### config.mk
export PLATFORM = sky130hd
export DESIGN_NAME = tec_handler
export DESIGN_NICKNAME = d
export VERILOG_FILES = /design/src/tec_sync.v /design/src/tec_handler.v
export VERILOG_INCLUDE_DIRS = /design/src /design/src/src
export SDC_FILE = /design/constraint.sdc
export NUM_CORES = 1
export LEC_CHECK = 0
export BUFFER_PORTS_ARGS = -buffer_cell sky130_fd_sc_hd__buf_2
export CAP_MARGIN = 20
export CORE_ASPECT_RATIO = 0.9
export CORE_MARGIN = 3
export CORE_UTILIZATION = 40
export CTS_CLUSTER_DIAMETER = 150
export DETAILED_ROUTE_END_ITERATION = 16
export PLACE_DENSITY = 0.64
export SLEW_MARGIN = 40
export SYNTH_ARGS = -nofsm -noshare
export SYNTH_HDL_FRONTEND = slang
export SYNTH_HIERARCHICAL = 1
export SYNTH_SLANG_ARGS = --single-unit
### constraint.sdc
create_clock -name clk -period 10.5 [get_ports clk]
set_input_delay 0 -clock clk [delete_from_list [all_inputs] [get_ports clk]]
set_output_delay 0 -clock clk [all_outputs]
set_load 0.01 [all_outputs]
### src/tec_defines.vh
// constants of the tag surveillance command handler
// Contract
// - command b1h runs the inventory page read in its accelerated form
// - accelerated reply runs at double rate; rate flag picks high or low rate
// - downlink rate and reply delay after reader end of frame stay standard
// - accelerated reply uses only one subcarrier
// - command a2h turns surveillance on unless the state is frozen
// - command a3h turns surveillance off unless the state is frozen
// - when protected, the password must be presented before set, reset, freeze
// - set, reset, freeze use write timing and take either option value
// - command a4h freezes surveillance state and identifier for good
// - request is flags, code, maker code, optional uid, parameters, crc
// - error reply is flags, error code, crc; good reply is flags, crc
// - alarm without option: no mask sent; reply sequence when enabled
// - alarm with option: byte mask; reply only on match while enabled
// - alarm with option and zero mask replies the stored identifier
// - alarm reply carries the fixed 256 bit pattern, msb first
// - an erroneous alarm request gets no reply
// - while surveillance is off the alarm gets no reply
// - a6h after password enables protection; option picks surveillance or afi
// - once enabled a protection can never be cleared
// - protection command always runs and is timed as a write, option clear
// - a7h stores the 16 bit identifier with write timing, password if protected
// - crc, coding, bit count or framing error means silence
// - unsupported command or option: silence, even if addressed
`ifndef TEC_DEFINES_VH
`define TEC_DEFINES_VH

// ****************************************************************
// command codes
// ****************************************************************
`define TEC_CMD_FAST_READ 8'hb1
`define TEC_CMD_ON        8'ha2
`define TEC_CMD_OFF       8'ha3
`define TEC_CMD_FREEZE    8'ha4
`define TEC_CMD_ALARM     8'ha5
`define TEC_CMD_PROTECT   8'ha6
`define TEC_CMD_ID_WRITE  8'ha7

// ****************************************************************
// request flag bit positions
// ****************************************************************
`define TEC_FLG_SUBC 0
`define TEC_FLG_RATE 1
`define TEC_FLG_INV  2
`define TEC_FLG_PEXT 3
`define TEC_FLG_SEL  4
`define TEC_FLG_ADDR 5
`define TEC_FLG_OPT  6

// ****************************************************************
// reply bytes and frame layout
// ****************************************************************
`define TEC_RSP_OK    8'h00
`define TEC_RSP_ERR   8'h01
`define TEC_ERR_CODE  8'h0f
`define TEC_HDR_SHORT 5'd3
`define TEC_HDR_LONG  5'd11
`define TEC_CRC_BYTES 5'd2
`define TEC_MIN_BYTES 5'd5
`define TEC_BUF_BYTES 5'd16
`define TEC_ID_PLEN   5'd2
`define TEC_MASK_0    8'h00
`define TEC_MASK_8    8'h08
`define TEC_MASK_16   8'h10
`define TEC_LEN_OK    6'd1
`define TEC_LEN_ERR   6'd2
`define TEC_LEN_ID    6'd3
`define TEC_LEN_SEQ   6'd33

// ****************************************************************
// crc16, reflected, init ones, residue over data plus crc
// ****************************************************************
`define TEC_CRC_INIT  16'hffff
`define TEC_CRC_POLY  16'h8408
`define TEC_CRC_RESID 16'hf0b8

// ****************************************************************
// alarm pattern as written, first byte leftmost, msb sent first
// ****************************************************************
`define TEC_SEQ_A 64'hf4cd460eabe509fe
`define TEC_SEQ_B 64'h178d011c4b41926e
`define TEC_SEQ_C 64'h415b5961f6f5d10d
`define TEC_SEQ_D 64'h8f398b48a54eecf7

// ****************************************************************
// reset values of the persistent state
// ****************************************************************
`define TEC_RST_ID 16'h0000
`define TEC_RST_BIT 1'b0

`endif

### src/tec_sync.v
// two flop synchroniser for asynchronous inputs
`timescale 1ns/1ps
`default_nettype none
module tec_sync #(
   parameter W = 1
) (
   input  wire         clk,
   input  wire         rst_b,
   input  wire [W-1:0] d,
   output reg  [W-1:0] q
);
   reg [W-1:0] meta;

   always @(posedge clk or negedge rst_b) begin
      if (!rst_b) begin
         meta <= {W{1'b0}};
         q    <= {W{1'b0}};
      end else begin
         meta <= d;
         q    <= meta;
      end
   end
endmodule
`default_nettype wire

### src/tec_handler.v
// surveillance command handler of a vicinity label
`timescale 1ns/1ps
`default_nettype none
`include "tec_defines.vh"
module tec_handler #(
   parameter [7:0] MFG_CODE = 8'h5a   // arbitrary value
) (
   input  wire        clk,
   input  wire        rst_b,
   input  wire        link_clk,
   input  wire        link_frame,
   input  wire        link_bit,
   input  wire        link_code_err,
   input  wire [63:0] my_uid,
   input  wire        tag_selected,
   input  wire        pwd_ok,
   input  wire        nv_sv_on,
   input  wire        nv_sv_locked,
   input  wire        nv_sv_prot,
   input  wire        nv_afi_prot,
   input  wire [15:0] nv_sv_id,
   output reg         nv_wr,
   output reg         tx_valid,
   output reg  [7:0]  tx_data,
   output reg         tx_last,
   input  wire        tx_ready,
   output reg         tx_write_alike,
   output reg         tx_wait_eof,
   output reg         rsp_fast,
   output reg         rsp_high_rate,
   output reg         rsp_dual_sub,
   output reg         fast_read_req,
   output reg         sv_on,
   output reg         sv_locked,
   output reg         sv_prot,
   output reg         afi_prot,
   output reg  [15:0] sv_id
);

   // ****************************************************************
   // states and reply kinds
   // ****************************************************************
   localparam [4:0] ST_LOAD = 5'b00001;
   localparam [4:0] ST_IDLE = 5'b00010;
   localparam [4:0] ST_RX   = 5'b00100;
   localparam [4:0] ST_EVAL = 5'b01000;
   localparam [4:0] ST_TX   = 5'b10000;

   localparam [4:0] K_NONE = 5'b00001;
   localparam [4:0] K_OK   = 5'b00010;
   localparam [4:0] K_ERR  = 5'b00100;
   localparam [4:0] K_ID   = 5'b01000;
   localparam [4:0] K_SEQ  = 5'b10000;

   // ****************************************************************
   // link input sampling
   // ****************************************************************
   wire [3:0] s_link;
   wire       s_clk   = s_link[3];
   wire       s_frame = s_link[2];
   wire       s_bit   = s_link[1];
   wire       s_err   = s_link[0];
   reg        clk_d;
   reg        frame_d;

   tec_sync #(
      .W (4)
   ) u_sync (
      .clk   (clk),
      .rst_b (rst_b),
      .d     ({link_clk, link_frame, link_bit, link_code_err}),
      .q     (s_link)
   );

   wire clk_rise   = s_clk & ~clk_d;
   wire frame_fall = ~s_frame & frame_d;

   // ****************************************************************
   // receive state
   // ****************************************************************
   reg [4:0]  state;
   reg [7:0]  shreg;
   reg [2:0]  bitcnt;
   reg [4:0]  nbytes;
   reg        ovf;
   reg        cerr;
   reg [15:0] crc;
   reg [7:0]  rxb [0:15];
   reg [4:0]  kind;
   reg [5:0]  tx_idx;

   wire [7:0]  next_shreg = {s_bit, shreg[7:1]};
   wire        crc_fb     = crc[0] ^ s_bit;
   wire [15:0] next_crc   = {1'b0, crc[15:1]} ^
                            (crc_fb ? `TEC_CRC_POLY : 16'h0000);
   wire        take_bit   = clk_rise & s_frame &
                            ((state == ST_IDLE) | (state == ST_RX));

   // ****************************************************************
   // request decode
   // ****************************************************************
   wire [7:0] flg  = rxb[0];
   wire [7:0] cmd  = rxb[1];
   wire [7:0] mfg  = rxb[2];
   wire       addr = flg[`TEC_FLG_ADDR];
   wire       sel  = flg[`TEC_FLG_SEL];
   wire       opt  = flg[`TEC_FLG_OPT];
   wire       inv  = flg[`TEC_FLG_INV];
   wire       pext = flg[`TEC_FLG_PEXT];
   wire [4:0] hdr  = addr ? `TEC_HDR_LONG : `TEC_HDR_SHORT;
   wire       len_ok = nbytes >= (hdr + `TEC_CRC_BYTES);
   wire [4:0] plen = nbytes - `TEC_CRC_BYTES - hdr;
   wire [3:0] pi0  = hdr[3:0];
   wire [3:0] pi1  = pi0 + 4'd1;
   wire [3:0] pi2  = pi0 + 4'd2;
   wire [7:0] p0   = rxb[pi0];
   wire [7:0] p1   = rxb[pi1];
   wire [7:0] p2   = rxb[pi2];

   // frame integrity and fixed request layout
   wire frame_ok = ~cerr & (bitcnt == 3'd0) & (crc == `TEC_CRC_RESID) &
                   (nbytes >= `TEC_MIN_BYTES) & ~ovf & len_ok;
   reg  uid_ok;
   integer i;

   always @* begin
      uid_ok = 1'b1;
      for (i = 0; i < 8; i = i + 1) begin
         if (rxb[3 + i] != my_uid[8*i +: 8]) begin
            uid_ok = 1'b0;
         end
      end
   end

   wire talk = frame_ok & (mfg == MFG_CODE) & (~addr | uid_ok) &
               (~sel | tag_selected);
   // error replies only when addressed or selected, never in inventory
   wire loud = (addr | sel) & ~inv & ~pext;
   wire is_wr = (cmd == `TEC_CMD_ON) | (cmd == `TEC_CMD_OFF) |
                (cmd == `TEC_CMD_FREEZE) | (cmd == `TEC_CMD_ID_WRITE);
   wire [4:0] need = (cmd == `TEC_CMD_ID_WRITE) ? `TEC_ID_PLEN : 5'd0;

   reg [4:0]  next_kind;
   reg        next_on;
   reg        next_lock;
   reg        next_svp;
   reg        next_afi;
   reg [15:0] next_id;
   reg        next_fast;
   reg        next_wait;
   reg        next_wr;

   always @* begin
      next_kind = K_NONE;
      next_on   = sv_on;
      next_lock = sv_locked;
      next_svp  = sv_prot;
      next_afi  = afi_prot;
      next_id   = sv_id;
      next_fast = 1'b0;
      next_wait = 1'b0;
      next_wr   = 1'b0;
      if (talk) begin
         if (cmd == `TEC_CMD_FAST_READ) begin
            next_fast = inv;
         end else if (is_wr) begin
            next_wr   = 1'b1;
            next_wait = opt;
            if (inv | pext) begin
               next_kind = K_NONE;
            end else if (plen != need) begin
               next_kind = loud ? K_ERR : K_NONE;
            end else if (sv_prot & ~pwd_ok) begin
               next_kind = loud ? K_ERR : K_NONE;
            end else if (sv_locked & (cmd != `TEC_CMD_FREEZE)) begin
               next_kind = loud ? K_ERR : K_NONE;
            end else begin
               next_kind = K_OK;
               if (cmd == `TEC_CMD_ON) begin
                  next_on = 1'b1;
               end
               if (cmd == `TEC_CMD_OFF) begin
                  next_on = 1'b0;
               end
               if (cmd == `TEC_CMD_FREEZE) begin
                  next_lock = 1'b1;
               end
               if (cmd == `TEC_CMD_ID_WRITE) begin
                  next_id = {p1, p0};
               end
            end
         end else if (cmd == `TEC_CMD_PROTECT) begin
            next_wr   = 1'b1;
            next_wait = 1'b0;
            if (inv | pext) begin
               next_kind = K_NONE;
            end else if (plen != 5'd0) begin
               next_kind = loud ? K_ERR : K_NONE;
            end else if (~pwd_ok) begin
               next_kind = loud ? K_ERR : K_NONE;
            end else begin
               next_kind = K_OK;
               // only ever set, never cleared
               if (opt) begin
                  next_afi = 1'b1;
               end else begin
                  next_svp = 1'b1;
               end
            end
         end else if (cmd == `TEC_CMD_ALARM) begin
            // silent while off and on any malformed request
            if (sv_on & ~inv & ~pext) begin
               if (~opt) begin
                  if (plen == 5'd0) begin
                     next_kind = K_SEQ;
                  end
               end else if ((plen == 5'd1) & (p0 == `TEC_MASK_0)) begin
                  next_kind = K_ID;
               end else if ((plen == 5'd2) & (p0 == `TEC_MASK_8) &
                            (p1 == sv_id[7:0])) begin
                  next_kind = K_SEQ;
               end else if ((plen == 5'd3) & (p0 == `TEC_MASK_16) &
                            (p1 == sv_id[7:0]) &
                            (p2 == sv_id[15:8])) begin
                  next_kind = K_SEQ;
               end
            end
         end
      end
   end

   // ****************************************************************
   // reply byte generation
   // ****************************************************************
   wire [255:0] seq_all = {`TEC_SEQ_A, `TEC_SEQ_B, `TEC_SEQ_C, `TEC_SEQ_D};

   function [7:0] rev8;
      input [7:0] b;
      integer j;
      begin
         for (j = 0; j < 8; j = j + 1) begin
            rev8[j] = b[7-j];
         end
      end
   endfunction

   function [5:0] rsp_len;
      input [4:0] k;
      begin
         case (k)
            K_ERR:   rsp_len = `TEC_LEN_ERR;
            K_ID:    rsp_len = `TEC_LEN_ID;
            K_SEQ:   rsp_len = `TEC_LEN_SEQ;
            default: rsp_len = `TEC_LEN_OK;
         endcase
      end
   endfunction

   reg [7:0] rsp_byte;
   reg [5:0] byte_idx;
   reg [4:0] byte_kind;
   reg [7:0] seq_sel;

   always @* begin
      seq_sel = seq_all[255 - 8*(byte_idx - 6'd1) -: 8];
      if (byte_idx == 6'd0) begin
         rsp_byte = (byte_kind == K_ERR) ? `TEC_RSP_ERR : `TEC_RSP_OK;
      end else begin
         case (byte_kind)
            K_ERR:   rsp_byte = `TEC_ERR_CODE;
            K_ID:    rsp_byte = (byte_idx == 6'd1) ? sv_id[7:0] :
                                                     sv_id[15:8];
            K_SEQ:   rsp_byte = rev8(seq_sel);
            default: rsp_byte = `TEC_RSP_OK;
         endcase
      end
   end

   always @* begin
      if (state == ST_EVAL) begin
         byte_idx  = 6'd0;
         byte_kind = next_kind;
      end else begin
         byte_idx  = tx_idx + 6'd1;
         byte_kind = kind;
      end
   end

   // ****************************************************************
   // main sequencing
   // ****************************************************************
   always @(posedge clk or negedge rst_b) begin
      if (!rst_b) begin
         state          <= ST_LOAD;
         clk_d          <= 1'b0;
         frame_d        <= 1'b0;
         shreg          <= 8'h00;
         bitcnt         <= 3'd0;
         nbytes         <= 5'd0;
         ovf            <= 1'b0;
         cerr           <= 1'b0;
         crc            <= `TEC_CRC_INIT;
         kind           <= K_NONE;
         tx_idx         <= 6'd0;
         nv_wr          <= 1'b0;
         tx_valid       <= 1'b0;
         tx_data        <= 8'h00;
         tx_last        <= 1'b0;
         tx_write_alike <= 1'b0;
         tx_wait_eof    <= 1'b0;
         rsp_fast       <= 1'b0;
         rsp_high_rate  <= 1'b0;
         rsp_dual_sub   <= 1'b0;
         fast_read_req  <= 1'b0;
         sv_on          <= `TEC_RST_BIT;
         sv_locked      <= `TEC_RST_BIT;
         sv_prot        <= `TEC_RST_BIT;
         afi_prot       <= `TEC_RST_BIT;
         sv_id          <= `TEC_RST_ID;
      end else begin
         clk_d         <= s_clk;
         frame_d       <= s_frame;
         nv_wr         <= 1'b0;
         fast_read_req <= 1'b0;
         if (take_bit) begin
            shreg  <= next_shreg;
            bitcnt <= bitcnt + 3'd1;
            crc    <= next_crc;
            if (bitcnt == 3'd7) begin
               if (nbytes < `TEC_BUF_BYTES) begin
                  rxb[nbytes[3:0]] <= next_shreg;
                  nbytes           <= nbytes + 5'd1;
               end else begin
                  ovf <= 1'b1;
               end
            end
         end
         case (state)
            ST_LOAD: begin
               // persistent state comes back from storage
               sv_on     <= nv_sv_on;
               sv_locked <= nv_sv_locked;
               sv_prot   <= nv_sv_prot;
               afi_prot  <= nv_afi_prot;
               sv_id     <= nv_sv_id;
               state     <= ST_IDLE;
            end
            ST_IDLE: begin
               if (s_frame) begin
                  state <= ST_RX;
               end
            end
            ST_RX: begin
               cerr <= cerr | s_err;
               if (frame_fall) begin
                  state <= ST_EVAL;
               end
            end
            ST_EVAL: begin
               sv_on     <= next_on;
               sv_locked <= next_lock;
               sv_prot   <= next_svp;
               afi_prot  <= next_afi;
               sv_id     <= next_id;
               nv_wr     <= next_wr & (next_kind == K_OK);
               fast_read_req <= next_fast;
               if (talk) begin
                  // double rate and one subcarrier only when fast
                  rsp_fast      <= next_fast;
                  rsp_high_rate <= flg[`TEC_FLG_RATE];
                  rsp_dual_sub  <= flg[`TEC_FLG_SUBC] & ~next_fast;
               end
               // reply delay keeps its standard value for the fast read; write commands take write timing
               tx_write_alike <= next_wr;
               tx_wait_eof    <= next_wait;
               kind   <= next_kind;
               tx_idx <= 6'd0;
               bitcnt <= 3'd0;
               nbytes <= 5'd0;
               ovf    <= 1'b0;
               cerr   <= 1'b0;
               crc    <= `TEC_CRC_INIT;
               if (next_kind == K_NONE) begin
                  state <= ST_IDLE;
               end else begin
                  tx_valid <= 1'b1;
                  tx_data  <= rsp_byte;
                  tx_last  <= (rsp_len(next_kind) == 6'd1);
                  state    <= ST_TX;
               end
            end
            ST_TX: begin
               if (tx_ready) begin
                  if (tx_last) begin
                     tx_valid <= 1'b0;
                     tx_last  <= 1'b0;
                     state    <= ST_IDLE;
                  end else begin
                     tx_idx  <= tx_idx + 6'd1;
                     tx_data <= rsp_byte;
                     tx_last <= (tx_idx + 6'd2) == rsp_len(kind);
                  end
               end
            end
            default: begin
               state <= ST_IDLE;
            end
         endcase
      end
   end
endmodule
`default_nettype wire

==> impl_metrics.json, run 1 <==
{
  "end_kind": "register",
  "place_congestion": 0.927,
  "yosysUniqueCellTypes": 78,
  "syn_to_final_growth_pct": 18.8,
  "firstDrtPassIters": 6,
  "comb_power_share_pct": 27.8,
  "via_count": 8269,
  "synth_area_leaders": "edfxtp_1, dfrtp_1, xnor2_1",
  "clk_latency_ns": 0.52,
  "synth_largest_area_cell": "edfxtp_1",
  "pin_count": 130,
  "fill_cells": 2392,
  "root_buffer": "clkbuf_16",
  "vias_per_cell": 5.48,
  "drive_above_1_share_pct": 19.5,
  "p_sw_mw": 0.958,
  "hold_class": "in2async",
  "clkPwrFrac_pct": 28.4,
  "rsz0062_at_grt": "no",
  "critPathLaunchType": "register",
  "maxCapViolCount": 0,
  "yosysWarnings": 6,
  "seq_area_frac_synth_pct": 53.9,
  "final.period_utilization_pct": 37.7,
  "die_w_um": 178,
  "cts_tree": "built",
  "slowest_delay_ns": 0.57,
  "synth_edf_count": 111,
  "remaining_drc_errors": 0,
  "period_needed_ns": 3.96,
  "synth_flop_cell": "edfxtp_1",
  "power.density_mw_per_mm2": 214,
  "fin_skew_ns": 0.0144,
  "max_freq_mhz": 252,
  "htreeDepth": 1,
  "port_buffers": 129,
  "routed_wl_um": 29600,
  "maxSlewViolCount": 0,
  "cts_made_buffers": 23,
  "rrSetupSlack_ns": 6.54,
  "maxSlewHeadroom_pct": 44.1,
  "run_status": "finished, final reports clean",
  "syn_area_mm2": 0.0107,
  "ys_seq_elements": 207,
  "clkSinkCount": 207,
  "path_clk_slew_ns": 0.06,
  "ant_nets": 0,
  "worstPathArrival_ns": 4.40,
  "crit_type": "reg2reg",
  "antenna_found_initial": 0,
  "grt_max_degree": 78,
  "fp.dieH_um": 161,
  "reg2reg_depth": 14,
  "syn-instance-count": 996,
  "die-area_mm2": 0.0287,
  "drt_iter0_drc": 746,
  "pre_cts_ws_ns": 6.52,
  "cp.required_ns": 10.93,
  "p_leak_nw": 5.06,
  "critPathMaxFanout": 10,
  "p_sw_share_pct": 35.3,
  "r2r_start": "nbytes[1]",
  "grt_pass1_vias": 7945,
  "synth.avg_cell_area_um2": 10.7,
  "r2r_end": "tx_data[0]",
  "wl_per_cell_um": 19.6,
  "synth_fp_nets": 1109,
  "clock_path_buffers": 3,
  "hpwlAfterDp_um": 21100,
  "timing_worst_slew_pin_value_ns": 0.835,
  "hold_violations": 0,
  "dr.max_layer_used": "met4",
  "grt_overflow": 0,
  "fin_nets": 1258,
  "core_area_mm2": 0.0261,
  "routedLengthMet1_um": 13400,
  "tns_ns": 0,
  "met3_length_um": 1690,
  "grt_pass1_wl_um": 45600,
  "setup_viol_count_final": 0,
  "initial_core_util_pct": 40.9,
  "ir_worst_vdd_v": 0.000148,
  "met2_wirelength_um": 13900,
  "diodes": 0,
  "cp_slowest_cell": "o2111a_1",
  "num_rows": 56,
  "p_seq_share_pct": 43.8,
  "synth_top_area_share_pct": 31.2,
  "crit_chain": "inv_1 -> ha_1 -> inv_1 -> fa_1 -> xor2_1 -> nand2_1 -> a211oi_2 -> a31oi_1 -> nor4_2 -> o2111a_1 -> o211ai_2 -> nor3_2 -> o211ai_1 -> a31oi_1",
  "internal_power_mw": 1.75,
  "layout_common_cells": "nand2_1, buf_2, edfxtp_1, xnor2_1, dfrtp_1",
  "finalWorstSetupSlack_ns": 6.54,
  "async_reset_ff_share_pct": 46.4,
  "final_common_cell": "nand2_1",
  "grt_usage_pct": 20.3
}
==> cells in the mapped netlist, types with 5 or more instances <==
cell and number:
a31oi_1 7, and3_1 9, a211oi_1 6, o21ai_0 34, nor4_1 15, o211ai_1 8
xor2_1 9, nand3_1 33, dfstp_2 18, edfxtp_1 111, nand4_1 25, mux2i_1 44
mux2_2 9, ha_1 19, nor2_1 77, nor4bb_1 5, clkbuf_1 27, dfrtp_1 78
a21o_1 5, xnor2_1 94, nand2_1 143, inv_1 30, a21oi_1 40, o21ai_1 7
o31a_1 9, buf_1 6, buf_2 7, nor3_1 26
==> registers in the layout, indices dropped and copies added (netlist names), 3 cells and up <==
| name | cells |
|---|---|
| rxb | 111 |
| crc | 16 |
| sv_id | 16 |
| tx_data | 8 |
| shreg | 7 |
| tx_idx | 6 |
| kind | 5 |
| nbytes | 5 |
| state | 5 |
| u_sync/meta | 4 |
| u_sync/q | 4 |
| bitcnt | 3 |
==> critical path: cells and delay by family, from the launching register on <==
kind                     cells  cell delay [ns]
buffers and inverters        2             0.29
AND/OR/NAND/NOR              3             0.76
AO/OA/AOI/OAI                6             1.58
XOR/XNOR                     1             0.16
flip-flops                   1             0.44
adder cells (fa/ha/maj)      2             0.65
==> power by group through the flow <==
stage	Sequential, mW	Clock, mW	Combinational (mW)
3_5_place_dp	1.20	0	0.736
2_1_floorplan	1.13	0	0.530
3_3_place_gp	1.20	0	0.740
4_1_cts	1.19	0.783	0.750
6_report	1.19	0.770	0.752
5_1_grt	1.21	0.814	0.838
==> logic make-up (layout without fill, tap and decap cells) <==
logic type,Yosys count,in the layout,synth area share (%)
simple gates,372,372,16.9
flops,207,207,53.9
compound gates,168,168,10.5
xor+xnor,103,103,8.45
buf+inv,72,238,2.75
mux,53,53,5.07
fa+ha+maj,20,20,2.41
other cells,1,1,0.0351
==> worst max path at each step <==
stage,slack [ns],from,cells after the start,to
after CTS,6.51,state[0],14,tx_data[2]
after global placement,6.57,state[0],14,tx_data[2]
final,6.54,nbytes[1],14,tx_data[0]
after global routing,6.15,nbytes[1],14,tx_data[0]
after floorplan,6.72,state[0],18,tx_data[2]
after detailed placement,6.52,state[0],14,tx_data[2]
==> per-layer routing <==
layer,up-vias,GRT usage [%]
met5,-,0
met3,37,2.40
met4,0,4.28
li1,3901,-
met2,280,32.8
met1,4051,29.7
==> per-stage QoR <==
| step | total power, mW | cell area, µm² | std cells | hold WS [ns] | utilization, % |
|---|---|---|---|---|---|
| after floorplan | 1.66 | 10700 | 996 | -0.296 | - |
| after global placement | 1.94 | 11700 | 1441 | 0.108 | 44.6 |
| after detailed placement | 1.94 | 11700 | 1441 | 0.110 | 44.7 |
| after CTS | 2.72 | 12700 | 1510 | 0.0656 | 48.5 |
| after global routing | 2.86 | 12700 | 1510 | 0.0764 | 48.5 |
| final | 2.71 | 12700 | 1510 | 0.0194 | 48.5 |
==> what timing repair did <==
item | 4_1_cts | 5_1_grt
hold buffers | 27 | 0
resized for setup | 0 | 0
setup buffers | 0 | 0
endpoints found under the hold margin | 69 | 0
==> area by class of cell <==
| type | count | area, µm² | share of cell area, % |
|---|---|---|---|
| sequential | 207 | 5760 | 45.4 |
| multi-input combinational | 717 | 4670 | 36.8 |
| timing repair buffer | 166 | 997 | 7.86 |
| clock buffer | 26 | 587 | 4.63 |
| tap | 348 | 435 | 3.43 |
| clock inverter | 16 | 124 | 0.976 |
| inverter | 30 | 113 | 0.888 |
Power figures use the tool's default switching activity.
==> inputs of run 2 (changes only) <==
--- a/config.mk
+++ b/config.mk
@@ -6,6 +6,7 @@
 export SDC_FILE = /design/constraint.sdc
 export NUM_CORES = 1
 export LEC_CHECK = 0
+export ABC_AREA = 1
 export BUFFER_PORTS_ARGS = -buffer_cell sky130_fd_sc_hd__buf_2
 export CAP_MARGIN = 20
 export CORE_ASPECT_RATIO = 0.9
==> constraint.sdc (replaced) <==
create_clock -name clk -period 3.7 [get_ports clk]
set_input_delay 0 -clock clk [delete_from_list [all_inputs] [get_ports clk]]
set_output_delay 0 -clock clk [all_outputs]
set_load 0.01 [all_outputs]
==> impl_metrics.json, run 2 <==
{
  "ys_seq_elements": 207,
  "synth_edf_count": 111,
  "syn_area_mm2": 0.0111,
  "die-area_mm2": 0.0297,
  "diodes": 0,
  "fin_skew_ns": 0.00875,
  "final.period_utilization_pct": 91.2,
  "tns_ns": 0,
  "crit_buf_inv": 2,
  "hpwlAfterDp_um": 21700,
  "crit_top_cell": "nand2_1",
  "core_area_mm2": 0.0271,
  "timing.hold.ws_ns": -0.00936,
  "grt_usage_pct": 19.9,
  "grt_overflow": 0,
  "synth_fp_nets": 1454,
  "power.density_mw_per_mm2": 543,
  "hold_class": "in2async",
  "p_sw_share_pct": 33.4,
  "fp.dieH_um": 164,
  "timing_worst_slew_pin_value_ns": 0.823,
  "r2r_end": "tx_data[4]",
  "final_cells": 1884,
  "synth_largest_area_cell": "edfxtp_1",
  "maxCapViolCount": 0,
  "placed_cells": 1812,
  "die_w_um": 181,
  "grt_pass1_vias": 8868,
  "via_count": 9287,
  "crit_path_start": "nbytes[1]",
  "antenna_found_initial": 0,
  "hold_violations": 6,
  "htreeDepth": 1,
  "layout_common_cells": "nand2_1, nor2_1, inv_1, buf_2, nand3_1",
  "fin_nets": 1626,
  "p_seq_share_pct": 45.8,
  "synth_area_leaders": "edfxtp_1, dfrtp_1, nand2_1",
  "cp_top_family": "simple AND/OR/NAND/NOR gates",
  "cts_made_buffers": 23,
  "maxSlewViolCount": 0,
  "comb_power_share_pct": 23.5,
  "largest_reg_flops": 111,
  "clkPwrFrac_pct": 30.8,
  "period_needed_ns": 3.37,
  "p_leak_nw": 6.06,
  "port_buffers": 129,
  "syn-instance-count": 1341,
  "clk_latency_ns": 0.51,
  "setup_viol_count_final": 0,
  "remaining_drc_errors": 0,
  "synth.avg_cell_area_um2": 8.26,
  "clock_path_buffers": 3,
  "rrSetupSlack_ns": 0.33,
  "cts_tree": "built",
  "ant_nets": 0,
  "clkSinkCount": 207,
  "crit_chain": "inv_2 -> ha_1 -> inv_1 -> fa_1 -> nand2_1 -> nor3_1 -> nand4_1 -> nand3_1 -> nand3_1 -> nor2_1 -> nand3_4 -> a21oi_4 -> and2_1 -> nand2_1 -> nand2_1 -> nand3_1 -> nand2_1",
  "reg2reg_depth": 17,
  "async_reset_ff_share_pct": 46.4,
  "multi_input_area_mm2": 0.00457,
  "run_status": "finished with violations",
  "root_buffer": "clkbuf_16",
  "synth_common_cells": "nand2_1, nor2_1, inv_1, nand3_1, edfxtp_1",
  "pin_count": 130,
  "critPathLaunchType": "register",
  "critPathMaxFanout": 6,
  "num_rows": 57,
  "grt_pass1_wl_um": 47400,
  "yosysMostFrequentCell": "nand2_1",
  "seq_area_mm2": 0.00576,
  "drive_above_1_share_pct": 15.7,
  "internal_power_mw": 4.75,
  "max_freq_mhz": 296,
  "firstDrtPassIters": 5,
  "p_sw_mw": 2.38,
  "routed_wl_um": 29900,
  "drt_iter0_drc": 773,
  "synth_flop_cell": "edfxtp_1",
  "worstPathArrival_ns": 3.82,
  "r2r_start": "nbytes[1]",
  "crit_type": "reg2reg",
  "seq_area_frac_synth_pct": 52.0,
  "fill_cells": 2616,
  "ir_worst_vdd_v": 0.000330,
  "grt_max_degree": 62,
  "end_kind": "register",
  "rsz0062_at_grt": "no",
  "final_common_cell": "nand2_1",
  "wl_per_cell_um": 15.9,
  "maxSlewHeadroom_pct": 45.2,
  "violations": "hold timing",
  "synth_top_area_share_pct": 30.1,
  "cp.required_ns": 4.15,
  "slowest_delay_ns": 0.49,
  "initial_core_util_pct": 40.9,
  "yosysWarnings": 6,
  "vias_per_cell": 4.93,
  "syn_to_final_growth_pct": 18.5,
  "yosysUniqueCellTypes": 51,
  "cp_slowest_cell": "fa_1",
  "place_congestion": 0.869,
  "path_clk_slew_ns": 0.06
}
==> run 2: changes by cell type in the layout (fill, tap and decap cells not counted), sizes merged, moves of 14 or more <==
| cell | previous run | this run |
|---|---|---|
| nand3 | 33 | 120 |
| o21ai | 42 | 88 |
| nor2 | 78 | 211 |
| nor3 | 27 | 13 |
| nand2 | 143 | 368 |
| inv | 32 | 162 |
| xor2 | 9 | 41 |
| nand4 | 25 | 9 |
| xnor2 | 94 | 2 |
| a21oi | 40 | 23 |
| mux2i | 44 | 0 |
==> run 2: final cells by class <==
| type | count | area share [%] |
|---|---|---|
| Multi-Input combinational cell | 948 | 34.8 |
| Clock buffer | 35 | 5.14 |
| Tap cell | 354 | 3.37 |
| Inverter | 161 | 4.62 |
| Clock inverter | 7 | 0.295 |
| Timing Repair Buffer | 172 | 7.92 |
| Sequential cell | 207 | 43.8 |
==> run 2: metrics by stage <==
stage	total power, mW	hold slack (ns)	setup WS, ns	utilization, %	area [µm²]
after floorplan	4.25	-0.296	0.644	-	11100
after global placement	4.89	0.000946	0.267	44.7	12100
after detailed placement	4.90	0.00619	0.178	44.7	12100
after CTS	7.12	0.00633	0.160	48.3	13100
after global routing	7.57	0.0291	0.00817	48.5	13100
final	7.13	-0.00936	0.327	48.5	13100
==> run 2: worst max-delay path by stage <==
stage                             to  slack (ns)  cells after the start
after detailed placement  tx_data[1]        0.18                     18
after global routing      tx_data[6]       0.008                     17
final                     tx_data[4]        0.33                     17
after CTS                 tx_data[1]        0.16                     18
after floorplan           tx_data[4]        0.64                     25
after global placement    tx_data[1]        0.27                     18
==> run 2: cells by family (layout without fill, tap and decap cells) <==
family / after synthesis / after routing / synth area share [%]
and+or+nand+nor: 739 / 739 / 27.9
DFF: 207 / 207 / 52.0
adders and majority gates: 20 / 20 / 2.33
xor gates and xnor gates: 43 / 43 / 3.47
buffers and inverters: 187 / 375 / 6.96
other: 1 / 1 / 0.0338
AOI/OAI and AO/OA: 144 / 145 / 7.37
==> run 2: timing repair <==
action,4_1_cts,5_1_grt
buffers inserted,0,3
hold buffers,26,0
endpoints found under the setup margin,0,8
hold endpoints to repair,65,0
gates resized for setup,0,8
==> run 2: metal layers <==
| layer | vias to the layer above | part of all wire (%) | global-route usage, % |
|---|---|---|---|
| met1 | 4279 | 46 | 28.2 |
| met2 | 263 | 46 | 32.7 |
| met3 | 41 | 6.6 | 3.32 |
| met5 | - | 0 | 0 |
| met4 | 0 | 1.8 | 3.98 |
| li1 | 4704 | - | - |
==> run 2: power groups by stage <==
stage | Combinational, mW | Sequential [mW] | Clock, mW
3_5_place_dp | 1.60 | 3.30 | 0
5_1_grt | 1.92 | 3.32 | 2.33
6_report | 1.67 | 3.26 | 2.20
3_3_place_gp | 1.59 | 3.29 | 0
4_1_cts | 1.63 | 3.26 | 2.23
2_1_floorplan | 1.07 | 3.19 | 0
